**config.mk**
```make
export PLATFORM = sky130hd
export DESIGN_NAME = lics_top
export DESIGN_NICKNAME = d
export VERILOG_FILES = /design/src/rtl/lics_pkg.sv /design/src/rtl/lics_sync.sv /design/src/rtl/lics_fifo_limit.sv /design/src/rtl/lics_top.sv
export SDC_FILE = /design/constraint.sdc
export NUM_CORES = 1
export LEC_CHECK = 0
export BUFFER_PORTS_ARGS = -buffer_cell sky130_fd_sc_hd__buf_2
export CORE_MARGIN = 3
export CORE_UTILIZATION = 45
export CTS_BUF_LIST = sky130_fd_sc_hd__clkbuf_2 sky130_fd_sc_hd__clkbuf_4 sky130_fd_sc_hd__clkbuf_8
export DETAILED_ROUTE_END_ITERATION = 7
export PLACE_DENSITY_LB_ADDON = 0.25
export SLEW_MARGIN = 20
export SYNTH_ARGS = -nofsm -noshare
export SYNTH_HDL_FRONTEND = slang
export SYNTH_SLANG_ARGS = --single-unit
```
**constraint.sdc**
```tcl
create_clock -name aclk -period 3 [get_ports aclk]
set_input_delay 0.6 -clock aclk [delete_from_list [all_inputs] [get_ports aclk]]
set_output_delay 0.6 -clock aclk [all_outputs]
set_load 0.05 [all_outputs]
```
**src/rtl/lics_pkg.sv**
```systemverilog
// Constants and types shared by the alarm change latch and cable loss block.
`default_nettype none
package lics_pkg;
    localparam int unsigned ADDR_W = 8;
    localparam int unsigned DATA_W = 32;
    localparam int unsigned REG_W = 8;
    localparam int unsigned FLAG_W = 7;
    localparam int unsigned LEVEL_W = 6;
    localparam int unsigned CLOSS_W = 6;
    localparam int unsigned PTR_W = 6;

    // Register indices; the byte address of each is four times its index.
    localparam logic [ADDR_W-1:0] IDX_ALARM_CHANGE_LATCH = 8'h06;
    localparam logic [ADDR_W-1:0] IDX_CABLE_LOSS_ESTIMATE = 8'h07;
    localparam logic [ADDR_W-1:0] IDX_ALARM_ENABLE = 8'h10;
    localparam logic [ADDR_W-1:0] IDX_STATUS_LEVEL = 8'h11;
    localparam int unsigned IDX_SHIFT = 2;

    // Bit positions inside the alarm change latch and the enable register.
    localparam int unsigned BIT_PRBS_SYNC = 0;
    localparam int unsigned BIT_SIGNAL_LOSS = 1;
    localparam int unsigned BIT_ALL_ONES = 2;
    localparam int unsigned BIT_LOOP_CODE = 3;
    localparam int unsigned BIT_CODE_VIOL = 4;
    localparam int unsigned BIT_FIFO_LIMIT = 5;
    localparam int unsigned BIT_DRIVER_MON = 6;

    // Bit positions of the six synchronised status levels.
    localparam int unsigned LVL_PRBS_SYNC = 0;
    localparam int unsigned LVL_SIGNAL_LOSS = 1;
    localparam int unsigned LVL_ALL_ONES = 2;
    localparam int unsigned LVL_LOOP_CODE = 3;
    localparam int unsigned LVL_CODE_VIOL = 4;
    localparam int unsigned LVL_DRIVER_MON = 5;

    localparam logic [FLAG_W-1:0] FLAGS_RESET = 7'h00;
    localparam logic [FLAG_W-1:0] ENABLE_RESET = 7'h00;
    localparam logic [CLOSS_W-1:0] CLOSS_RESET = 6'h00;
    localparam logic [LEVEL_W-1:0] LEVEL_RESET = 6'h00;
    localparam logic [DATA_W-1:0] RDATA_RESET = 32'h0000_0000;

    // Jitter FIFO limit: pointers within this many positions of each other.
    localparam logic [PTR_W-1:0] FIFO_LIMIT_GAP = 6'h03;
    localparam logic [PTR_W-1:0] FIFO_MASK_32 = 6'h1f;
    localparam logic [PTR_W-1:0] FIFO_MASK_64 = 6'h3f;

    localparam logic [1:0] RESP_OKAY = 2'h0;
    localparam logic [1:0] RESP_DECERR = 2'h3;

    typedef enum logic {
        LICS_WR_IDLE = 1'b0,
        LICS_WR_RESP = 1'b1
    } lics_wr_state_e;

    typedef enum logic {
        LICS_RD_IDLE = 1'b0,
        LICS_RD_RESP = 1'b1
    } lics_rd_state_e;

    function automatic logic [ADDR_W-1:0] lics_byte_addr(input logic [ADDR_W-1:0] idx);
        lics_byte_addr = ADDR_W'(idx << IDX_SHIFT);
    endfunction : lics_byte_addr
endpackage : lics_pkg
`default_nettype wire

```
**src/rtl/lics_sync.sv**
```systemverilog
// Two flip-flop synchroniser for a group of independent status levels.
`default_nettype none
module lics_sync
    import lics_pkg::*;
#(
    parameter int unsigned WIDTH = LEVEL_W
) (
    input wire logic aclk,
    input wire logic aresetn,
    input wire logic [WIDTH-1:0] async_in,
    output logic [WIDTH-1:0] sync_out
);
    logic [WIDTH-1:0] meta_q;
    logic [WIDTH-1:0] sync_q;

    // Each bit is a separate level, so bitwise synchronising is safe here.
    always_ff @(posedge aclk) begin
        if (!aresetn) begin
            meta_q <= '0;
            sync_q <= '0;
        end else begin
            meta_q <= async_in;
            sync_q <= meta_q;
        end
    end

    assign sync_out = sync_q;
endmodule : lics_sync
`default_nettype wire

```
**src/rtl/lics_fifo_limit.sv**
```systemverilog
// Jitter FIFO limit detector: flags pointers that come close to each other.
`default_nettype none
module lics_fifo_limit
    import lics_pkg::*;
(
    input wire logic aclk,
    input wire logic aresetn,
    input wire logic [PTR_W-1:0] wr_ptr,
    input wire logic [PTR_W-1:0] rd_ptr,
    input wire logic depth_64,
    output logic near_limit
);
    logic [PTR_W-1:0] mask;
    logic [PTR_W-1:0] gap;
    logic near_d;
    logic near_q;

    assign mask = depth_64 ? FIFO_MASK_64 : FIFO_MASK_32;
    assign gap = (wr_ptr - rd_ptr) & mask;
    // Close in either direction: a gap of 0..3 or of depth-3..depth-1.
    assign near_d = (gap <= FIFO_LIMIT_GAP) || (gap >= ((mask - FIFO_LIMIT_GAP) + 6'h01));

    always_ff @(posedge aclk) begin
        if (!aresetn) begin
            near_q <= 1'b0;
        end else begin
            near_q <= near_d;
        end
    end

    assign near_limit = near_q;
endmodule : lics_fifo_limit
`default_nettype wire

```
**src/rtl/lics_top.sv**
```systemverilog
// Alarm change latch, interrupt gating and cable loss readback behind AXI4-Lite.
//
// Behaviour
// - Driver monitor level change since last read sets latch bit 6.
// - FIFO limit is pointers within 3; its change sets latch bit 5.
// - Line code violation status change sets latch bit 4.
// - Network loop-code detect status change sets latch bit 3.
// - All-ones alarm detect status change sets latch bit 2.
// - Receive loss-of-signal status change sets latch bit 1.
// - PRBS synchronisation status change sets latch bit 0.
// - Cable loss register bits 5..0 show the selected equalizer setting.
// - Cable loss is an unsigned binary attenuation estimate in about 1 dB steps.
// - Cable loss MSB sits at bit 5 and LSB at bit 0.
// - A change raises the interrupt only when its enable bit is set.
//
// Register access over AXI4-Lite is this design's own decision.
`default_nettype none
module lics_top
    import lics_pkg::*;
(
    input wire logic aclk,
    input wire logic aresetn,
    input wire logic [ADDR_W-1:0] s_axi_awaddr,
    input wire logic s_axi_awvalid,
    output logic s_axi_awready,
    input wire logic [DATA_W-1:0] s_axi_wdata,
    input wire logic [DATA_W/8-1:0] s_axi_wstrb,
    input wire logic s_axi_wvalid,
    output logic s_axi_wready,
    output logic [1:0] s_axi_bresp,
    output logic s_axi_bvalid,
    input wire logic s_axi_bready,
    input wire logic [ADDR_W-1:0] s_axi_araddr,
    input wire logic s_axi_arvalid,
    output logic s_axi_arready,
    output logic [DATA_W-1:0] s_axi_rdata,
    output logic [1:0] s_axi_rresp,
    output logic s_axi_rvalid,
    input wire logic s_axi_rready,
    input wire logic driver_monitor_status,
    input wire logic code_violation_status,
    input wire logic loop_code_detect_status,
    input wire logic all_ones_alarm_status,
    input wire logic receive_signal_loss_status,
    input wire logic prbs_sync_status,
    input wire logic [PTR_W-1:0] jitter_fifo_wr_ptr,
    input wire logic [PTR_W-1:0] jitter_fifo_rd_ptr,
    input wire logic jitter_fifo_depth_64,
    input wire logic [CLOSS_W-1:0] cable_loss_value,
    output logic irq
);
    // Address decode against one register's index, word aligned.
    function automatic logic reg_hit(input logic [ADDR_W-1:0] addr,
                                     input logic [ADDR_W-1:0] idx);
        logic [ADDR_W-1:0] base;
        base = lics_byte_addr(idx);
        // The low two bits pick a byte lane only.
        reg_hit = (addr[ADDR_W-1:IDX_SHIFT] == base[ADDR_W-1:IDX_SHIFT]);
    endfunction : reg_hit

    // Other words answer DECERR and have no effect.
    function automatic logic reg_mapped(input logic [ADDR_W-1:0] addr);
        reg_mapped = reg_hit(addr, IDX_ALARM_CHANGE_LATCH)
                  || reg_hit(addr, IDX_CABLE_LOSS_ESTIMATE)
                  || reg_hit(addr, IDX_ALARM_ENABLE)
                  || reg_hit(addr, IDX_STATUS_LEVEL);
    endfunction : reg_mapped

    // Status levels from the line side.
    // They are asynchronous; each bit is its own
    // level, so per-bit synchronising is safe.
    logic [LEVEL_W-1:0] level_raw;
    logic [LEVEL_W-1:0] level_sync;
    logic fifo_near;

    assign level_raw[LVL_PRBS_SYNC] = prbs_sync_status;
    assign level_raw[LVL_SIGNAL_LOSS] = receive_signal_loss_status;
    assign level_raw[LVL_ALL_ONES] = all_ones_alarm_status;
    assign level_raw[LVL_LOOP_CODE] = loop_code_detect_status;
    assign level_raw[LVL_CODE_VIOL] = code_violation_status;
    assign level_raw[LVL_DRIVER_MON] = driver_monitor_status;

    lics_sync #(
        .WIDTH(LEVEL_W)
    ) u_level_sync (
        .aclk(aclk),
        .aresetn(aresetn),
        .async_in(level_raw),
        .sync_out(level_sync)
    );

    // Pointers share aclk and need no synchroniser;
    // the test is registered to shorten the path.
    lics_fifo_limit u_fifo_limit (
        .aclk(aclk),
        .aresetn(aresetn),
        .wr_ptr(jitter_fifo_wr_ptr),
        .rd_ptr(jitter_fifo_rd_ptr),
        .depth_64(jitter_fifo_depth_64),
        .near_limit(fifo_near)
    );

    // Current condition vector in latch layout.
    // The FIFO flag is one flop deep, the levels
    // two, so its changes land a cycle sooner.
    logic [FLAG_W-1:0] cond_now;
    logic [FLAG_W-1:0] cond_prev_q;
    logic [FLAG_W-1:0] change;

    assign cond_now[BIT_DRIVER_MON] = level_sync[LVL_DRIVER_MON];
    assign cond_now[BIT_FIFO_LIMIT] = fifo_near;
    assign cond_now[BIT_CODE_VIOL] = level_sync[LVL_CODE_VIOL];
    assign cond_now[BIT_LOOP_CODE] = level_sync[LVL_LOOP_CODE];
    assign cond_now[BIT_ALL_ONES] = level_sync[LVL_ALL_ONES];
    assign cond_now[BIT_SIGNAL_LOSS] = level_sync[LVL_SIGNAL_LOSS];
    assign cond_now[BIT_PRBS_SYNC] = level_sync[LVL_PRBS_SYNC];

    // The reset value of the previous vector is all low, so a condition that
    // is already active when reset is released is reported as a change.
    always_ff @(posedge aclk) begin
        if (!aresetn) begin
            cond_prev_q <= FLAGS_RESET;
        end else begin
            cond_prev_q <= cond_now;
        end
    end

    // Any transition, rising or falling, counts as a change.
    // A condition that toggles twice between two
    // reads still leaves its latch bit set.
    assign change[BIT_DRIVER_MON] = cond_now[BIT_DRIVER_MON] ^ cond_prev_q[BIT_DRIVER_MON];
    assign change[BIT_FIFO_LIMIT] = cond_now[BIT_FIFO_LIMIT] ^ cond_prev_q[BIT_FIFO_LIMIT];
    assign change[BIT_CODE_VIOL] = cond_now[BIT_CODE_VIOL] ^ cond_prev_q[BIT_CODE_VIOL];
    assign change[BIT_LOOP_CODE] = cond_now[BIT_LOOP_CODE] ^ cond_prev_q[BIT_LOOP_CODE];
    assign change[BIT_ALL_ONES] = cond_now[BIT_ALL_ONES] ^ cond_prev_q[BIT_ALL_ONES];
    assign change[BIT_SIGNAL_LOSS] = cond_now[BIT_SIGNAL_LOSS] ^ cond_prev_q[BIT_SIGNAL_LOSS];
    assign change[BIT_PRBS_SYNC] = cond_now[BIT_PRBS_SYNC] ^ cond_prev_q[BIT_PRBS_SYNC];

    // Cable loss estimate from the receive equalizer, same clock domain.
    // The value read is one cycle old, a cheap
    // price for a short read mux.
    logic [CLOSS_W-1:0] cable_loss_q;

    always_ff @(posedge aclk) begin
        if (!aresetn) begin
            cable_loss_q <= CLOSS_RESET;
        end else begin
            cable_loss_q <= cable_loss_value;
        end
    end

    // Write channel.
    // Ready is combinational; address and data may
    // come in either order and are held until both
    // are present. The write commits a cycle later.
    // One write at a time keeps the holding simple.
    lics_wr_state_e wr_state_q;
    logic aw_held_q;
    logic w_held_q;
    logic [ADDR_W-1:0] awaddr_q;
    logic [DATA_W-1:0] wdata_q;
    logic wstrb0_q;
    logic [1:0] bresp_q;
    logic wr_go;

    assign s_axi_awready = (wr_state_q == LICS_WR_IDLE) && !aw_held_q;
    assign s_axi_wready = (wr_state_q == LICS_WR_IDLE) && !w_held_q;
    assign wr_go = (wr_state_q == LICS_WR_IDLE) && aw_held_q && w_held_q;

    always_ff @(posedge aclk) begin
        if (!aresetn) begin
            aw_held_q <= 1'b0;
            awaddr_q <= '0;
        end else if (s_axi_awvalid && s_axi_awready) begin
            aw_held_q <= 1'b1;
            awaddr_q <= s_axi_awaddr;
        end else if (wr_go) begin
            aw_held_q <= 1'b0;
        end
    end

    always_ff @(posedge aclk) begin
        if (!aresetn) begin
            w_held_q <= 1'b0;
            wdata_q <= '0;
            wstrb0_q <= 1'b0;
        end else if (s_axi_wvalid && s_axi_wready) begin
            w_held_q <= 1'b1;
            wdata_q <= s_axi_wdata;
            wstrb0_q <= s_axi_wstrb[0];
        end else if (wr_go) begin
            w_held_q <= 1'b0;
        end
    end

    always_ff @(posedge aclk) begin
        if (!aresetn) begin
            wr_state_q <= LICS_WR_IDLE;
            bresp_q <= RESP_OKAY;
        end else begin
            unique case (wr_state_q)
                LICS_WR_IDLE: begin
                    if (wr_go) begin
                        wr_state_q <= LICS_WR_RESP;
                        bresp_q <= reg_mapped(awaddr_q) ? RESP_OKAY : RESP_DECERR;
                    end
                end
                // No new request is taken until bready.
                LICS_WR_RESP: begin
                    if (s_axi_bready) begin
                        wr_state_q <= LICS_WR_IDLE;
                    end
                end
            endcase
        end
    end

    // The response flag is the state, glitch free.
    assign s_axi_bvalid = (wr_state_q == LICS_WR_RESP);
    assign s_axi_bresp = bresp_q;

    // Writes touch only byte lane 0; the registers are eight bits wide.
    // A write with lane 0 off to a mapped word answers OKAY only.
    logic wr_lane0;
    logic wr_enable_reg;
    logic wr_latch_reg;

    assign wr_lane0 = wr_go && wstrb0_q;
    assign wr_enable_reg = wr_lane0 && reg_hit(awaddr_q, IDX_ALARM_ENABLE);
    assign wr_latch_reg = wr_lane0 && reg_hit(awaddr_q, IDX_ALARM_CHANGE_LATCH);

    // Enable bits line up with the latch bits.
    logic [FLAG_W-1:0] enable_q;

    always_ff @(posedge aclk) begin
        if (!aresetn) begin
            enable_q <= ENABLE_RESET;
        end else if (wr_enable_reg) begin
            enable_q <= wdata_q[FLAG_W-1:0];
        end
    end

    // Read channel.
    // The word is captured at the address edge, so
    // a latch read returns what that edge clears.
    // One read at a time: arready waits for rready.
    lics_rd_state_e rd_state_q;
    logic [DATA_W-1:0] rdata_q;
    logic [1:0] rresp_q;
    logic rd_take;
    logic rd_latch_reg;
    logic [DATA_W-1:0] rd_word;

    assign s_axi_arready = (rd_state_q == LICS_RD_IDLE);
    assign rd_take = s_axi_arvalid && s_axi_arready;
    assign rd_latch_reg = rd_take && reg_hit(s_axi_araddr, IDX_ALARM_CHANGE_LATCH);

    logic [FLAG_W-1:0] latch_q;
    logic [FLAG_W-1:0] latch_d;

    // Reserved bits above each field are zero-extended into the data word.
    always_comb begin
        rd_word = RDATA_RESET;
        if (reg_hit(s_axi_araddr, IDX_ALARM_CHANGE_LATCH)) begin
            rd_word = DATA_W'(latch_q);
        end else if (reg_hit(s_axi_araddr, IDX_CABLE_LOSS_ESTIMATE)) begin
            rd_word = DATA_W'(cable_loss_q);
        end else if (reg_hit(s_axi_araddr, IDX_ALARM_ENABLE)) begin
            rd_word = DATA_W'(enable_q);
        end else if (reg_hit(s_axi_araddr, IDX_STATUS_LEVEL)) begin
            // Conditions as the change detector sees them.
            rd_word = DATA_W'(cond_now);
        end
    end

    always_ff @(posedge aclk) begin
        if (!aresetn) begin
            rd_state_q <= LICS_RD_IDLE;
            rdata_q <= RDATA_RESET;
            rresp_q <= RESP_OKAY;
        end else begin
            unique case (rd_state_q)
                LICS_RD_IDLE: begin
                    if (rd_take) begin
                        rd_state_q <= LICS_RD_RESP;
                        rdata_q <= rd_word;
                        rresp_q <= reg_mapped(s_axi_araddr) ? RESP_OKAY : RESP_DECERR;
                    end
                end
                // The answer stands until rready.
                LICS_RD_RESP: begin
                    if (s_axi_rready) begin
                        rd_state_q <= LICS_RD_IDLE;
                    end
                end
            endcase
        end
    end

    // Valid is the state itself, so it cannot glitch.
    assign s_axi_rvalid = (rd_state_q == LICS_RD_RESP);
    assign s_axi_rdata = rdata_q;
    assign s_axi_rresp = rresp_q;

    // The latch is cleared by the read that samples it, and bits written as one
    // are cleared too; a change arriving in that very cycle is set afterwards,
    // so it is neither lost nor reported twice.
    // Write-one-to-clear serves hosts that prefer it.
    always_comb begin
        latch_d = latch_q;
        if (rd_latch_reg) begin
            latch_d = FLAGS_RESET;
        end else if (wr_latch_reg) begin
            latch_d = latch_q & ~wdata_q[FLAG_W-1:0];
        end
        latch_d = latch_d | change;
    end

    always_ff @(posedge aclk) begin
        if (!aresetn) begin
            latch_q <= FLAGS_RESET;
        end else begin
            latch_q <= latch_d;
        end
    end

    // Latch bits record every change; only enabled ones reach the pin.
    // The pin is registered to keep it glitch free;
    // the next latch value wins back a cycle on a clear.
    logic irq_q;

    always_ff @(posedge aclk) begin
        if (!aresetn) begin
            irq_q <= 1'b0;
        end else begin
            irq_q <= |(latch_d & enable_q);
        end
    end

    assign irq = irq_q;
endmodule : lics_top
`default_nettype wire

```
# Yosys cells after proc, flatten, opt, wreduce, memory -nomap -nowiden
# Index checks and enable logic that the tools add are counted.
[classes]
n_addsub = 3
magnitude_cmp = 2
eq_ne = 8
muxes = 18
bitwise = 14
n_reduce_logical = 25
[op_table]
columns = ["operator", "n"]
rows = [
  ["$mux W7", 6],
  ["$eq A6 B3 Y1 const B", 4],
  ["$eq A6 B5 Y1 const B", 4],
  ["$and A7 B7 Y7", 2],
  ["$logic_and A1 B1 Y1", 11],
  ["$logic_or A1 B1 Y1", 7],
  ["$mux W1", 7],
  ["$not A7 Y7", 1],
  ["$or A7 B7 Y7", 1],
  ["$reduce_or A7 Y1", 1],
  ["$xor A1 B1 Y1", 7],
  ["$add A6 B1 Y6 const B", 1],
  ["$and A6 B6 Y6", 1],
  ["$ge A6 B6 Y1", 1],
  ["$le A6 B2 Y1 const B", 1],
  ["$mux W6", 1],
  ["$sub A6 B2 Y6 const B", 1],
  ["$sub A6 B6 Y6", 1],
  ["$mux W2", 2],
  ["$pmux W1 S2", 2],
  ["$reduce_and A2 Y1", 2],
  ["$reduce_bool A2 Y1", 2],
  ["$logic_not A1 Y1", 2],
  ["$not A1 Y1", 2],
]
[word_totals]
ff_bits = 97
out_inout_bits = 42
word_cells = 88

# Depth between registers and ports, before layout
[depth]
word_depth = 10
ltp_mapped = 9
mapped_depth_nobuf = 9

# Hierarchy
# From an unflattened synthesis, not the netlist that was laid out.
[unflattened]
hier_cells = 326
area_unflattened_um2 = 3195.6
[by_module_without_submodules]
columns = ["module", "n_inst", "cells_per_inst", "area_each_um2", "seq_area_each_um2"]
rows = [
  ["lics_top", 1, 262, 2543.7, 1101.1],
  ["lics_sync", 1, 25, 336.6, 240.2],
  ["lics_fifo_limit", 1, 39, 315.3, 20.0],
]

# Worst setup path after synthesis
# OpenSTA, ideal clock, no wires.
[synth_timing]
path_type = "input port to flip-flop"
start = "input jitter_fifo_wr_ptr[0]"
end = "register u_fifo_limit.near_q, in the netlist u_fifo_limit.near_limit"
setup_time_ns = 0.086
arrival_ns = 2.281
required_time_ns = 2.914
slack_ns = 0.634
cell_stages = 9
n_path_buf = 0
path_cell_list = "inv_1 -> ha_1 -> inv_1 -> fa_1 -> a21o_1 -> a21oi_1 -> xor2_1 -> or4_1 -> a211oi_1"
[synth_via]
elab_chain_len = 4
elab_cells_between_ends = 5
cone_classes = "add/sub (1); order compare (2); bitwise (1); reduce/logical (1)"
[synth_rtl]
columns = ["element", "line", "source"]
rows = [
  ["start, declared", "lics_top.sv:46", "input wire logic [PTR_W-1:0] jitter_fifo_wr_ptr,"],
  ["$sub A6 B6 Y6 (*)", "lics_fifo_limit.sv:19", "assign gap = (wr_ptr - rd_ptr) & mask;"],
  ["$and A6 B6 Y6 (*)", "lics_fifo_limit.sv:19", ""],
  ["$le A6 B2 Y1 / $ge A6 B6 Y1 (equally long branches)", "lics_fifo_limit.sv:21", "assign near_d = (gap <= FIFO_LIMIT_GAP) || (gap >= ((mask - FIFO_LIMIT_GAP) + 6'h01));"],
  ["$logic_or A1 B1 Y1 (*)", "lics_fifo_limit.sv:21", ""],
  ["end signal, assigned", "lics_fifo_limit.sv:27", "near_q <= near_d;"],
  ["end, declared", "lics_fifo_limit.sv:16", "logic near_q;"],
]
# Mark *: on every way between the ends. The rest lies on a longest branch, timed or not.
# A chain may end at the register's enable or synchronous reset.

# Final worst setup path
# Same ends and word-level chain as after synthesis.

==> impl_results.md <==
* Met1 track demand over resource at 20.0%
* Initial drt markers at 119
* Worst skew pair latency at about 0.34 ns
* Initial Util at roughly 47%
* Critical Path Source: jitter_fifo_wr_ptr[0]
* DR vias/cell at 5.01
* Number of synthesized flops with an enable pin at 0
* Cts hold-fix bufs at 0
* Crit-path max FO at 2
* Residual DRC at 0
* Crit path DAT at ~2.5 ns
* Post-route antenna net violation count at 0
* Synth Flop Type: dfxtp_1
* Largest net degree at the start of global routing at 30
* Hold WC Path Type: reg -> reg
* GRT met3 Usage at 4.47%
* Leak Pwr at roughly 1.7 nW
* Final Instance Count excl. Fillers at 467
* Syn Area/Cell at 9.69 um2
* Yosys top cell area share at 44.2%
* Initial antenna violation count at 0
* Worst slew margin at 57.0%
* Most numerous cell in the Yosys netlist: dfxtp_1
* Dominant cells by area after synthesis: dfxtp_1, mux2i_1, buf_4
* Slew Viols, Final at 0
* Fin. Hold Viols at 0
* H-Tree Depth at 3
* Seq/Total Area, Yosys at 44.2%
* Worst-path clk slew at 0.06 ns
* Type of origin of the critical path: input port
* GRT overflow at 0
* Finished Cell Area at 0.00358 mm2
* Max cap viols at 0
* Row Count at 29
* HPWL after DPL at 4530 um
* Setup tns final at 0 ns
* Kind of critical path: in -> reg
* Routed WL at 6000 um
* Worst VDD drop at 0.194 mV
* Vias in the first global route at 2250
* Area Overhead vs Synth at 16.1%
* Synth cell types at 46
* Worst Skew at approximately 0.0074 ns
* GR peak layer: met2
* Final worst slack at 0.781 ns
* Cell count after placement at 452
* Status: finished clean
* CTS resizes at 0
* Hold Path Origin: u_level_sync.meta_q[1]
* R2r setup slk at 1.10 ns
* Tmin final at 2.22 ns
* Syn Inst Count at ~320
* Finish-stage setup viols at 0
* Area post-placement at 0.00338 mm2
* Unrepaired setup endpoints after global routing: false
* Slew @ Worst Pin at 0.640 ns
* Core Area at 0.00649 mm2
* Mapped Area at 0.00308 mm2
* Clock root buffer: clkbuf_8
* CTS tree: built
* Share of layout cells above drive strength 1 at approximately a quarter
* Number of CTS-inserted buffers at 9
* Port bufs at 68
* Req. time, crit path at between 3 and 4 ns
* All-Layer GR Usage at 16.6%
* Met2 usage at 27.9%
* YS warnings at 0
* Final Core Density at between 50% and 60%
* Via count at around 2300
* Largest area contributor in the netlist: dfxtp_1
* Crit path capture type: flop
* TritonRoute pass-1 iters at 4
* Die ar. at 0.00788 mm2
* Asr flop ratio synth at 0%
* Fmax achieved at around 450 MHz
* Period utilization at 74.0%
* Die width at between 80 and 90 um
* Nets at 476
* Commonest cells post-synth: dfxtp_1, nor2_1, buf_4, and2_1, mux2i_1
* First-pass GRT wire length at 10000 um
* Vert. Die Dim at ~89 um
* R2r startpoint: s_axi_bvalid
* Pre-CTS setup slack at 0.429 ns
* # diodes at 0
* Routed WL per cell at approximately 13 um
* I/O Pins at 126
* Routability cong. at between 0.8 and 0.9
* Synth Register Bits at 68
* Pwr per Cell Area at 567 mW/mm2
* Post-CTS Setup Inserts at 0
* CTS Buffer Depth at 2
* Clk sink count at 68
==> logic make-up (layout without fill, tap and decap cells) <==
kind of cell | count (synthesis) | in the layout | share of synthesized area (%)
and+or+nand+nor | 114 | 114 | 19.9
DFF | 68 | 68 | 44.2
buffers and inverters | 48 | 96 | 9.26
AOI/OAI and AO/OA | 41 | 41 | 9.30
muxes | 29 | 29 | 11.4
xor gates and xnor gates | 11 | 11 | 3.13
adders and majority gates | 6 | 6 | 2.68
other | 1 | 25 | 0.122
==> layout by cell type (no fill, tap or decap), types with 3 or more instances in the layout <==
| cell type | n |
|---|---|
| a22oi_1 | 3 |
| buf_2 | 68 |
| conb_1 | 25 |
| ha_1 | 5 |
| xnor2_1 | 3 |
| mux4_2 | 5 |
| dfxtp_1 | 68 |
| xor2_1 | 8 |
| a31oi_1 | 9 |
| nand2_1 | 19 |
| nor2b_1 | 4 |
| or4_1 | 3 |
| clkbuf_4 | 3 |
| a21oi_1 | 6 |
| nand3_1 | 3 |
| nor3_1 | 3 |
| inv_1 | 10 |
| nor2_1 | 37 |
| o22ai_1 | 3 |
| a211oi_1 | 6 |
| buf_4 | 3 |
| and2b_1 | 3 |
| mux2i_1 | 24 |
| and2_1 | 25 |
| a22o_1 | 5 |
| clkbuf_8 | 10 |
==> through the flow <==
| stage | power [mW] | hold slack [ns] |
|---|---|---|
| final | 2.03 | 0.433 |
| after global routing | 2.13 | 0.445 |
| after floorplan | 1.26 | 0.412 |
| after CTS | 2.05 | 0.430 |
| after global placement | 1.31 | 0.415 |
| after detailed placement | 1.31 | 0.422 |
==> layer usage <==
metal | wire length [um] | up-vias
li1 | - | 1184
met4 | 70 | 0
met2 | 2930 | 70
met5 | 0 | -
met1 | 2630 | 1079
met3 | 363 | 8
==> sequential cells by signal, indices dropped and copies added (netlist names) <==
register                 flops
cond_prev_q                  7
awaddr_q                     6
s_axi_bresp                  1
s_axi_rdata                  7
wdata_q                      7
s_axi_bvalid                 1
s_axi_rresp                  1
u_level_sync.sync_out        6
s_axi_rvalid                 1
w_held_q                     1
aw_held_q                    1
irq                          1
latch_q                      7
u_level_sync.meta_q          6
u_fifo_limit.near_limit      1
enable_q                     7
cable_loss_q                 6
wstrb0_q                     1
==> final timing paths <==
check,end,cells past startpoint
min reg2reg,u_level_sync.sync_out[1],1
max reg2reg,irq,5
max,u_fifo_limit.near_limit,10
min,u_level_sync.sync_out[1],1
==> area by class of cell <==
cell class,count,area [um2]
fillers,620,2920
multi-input cells,226,1530
flip-flops and latches,68,1360
repair buffers,71,363
clock buffers,13,160
well taps,77,96.3
inverters,10,37.5
clock inverters,2,35.0
==> power breakdown <==
group | switching, mW | internal, mW
Sequential | 0.0336 | 0.948
Clock | 0.310 | 0.429
Combinational | 0.202 | 0.106
Total | 0.545 | 1.48
==> worst max-delay path: stages <==
cell and delay [ns]:
buf_2 0.09, inv_1 0.04, ha_1 0.15, inv_1 0.05
fa_1 0.41, a21o_1 0.17, a21oi_1 0.16, xor2_1 0.09
or4_1 0.50, a211oi_1 0.19
Note: power is estimated with default switching activity, not from simulation.
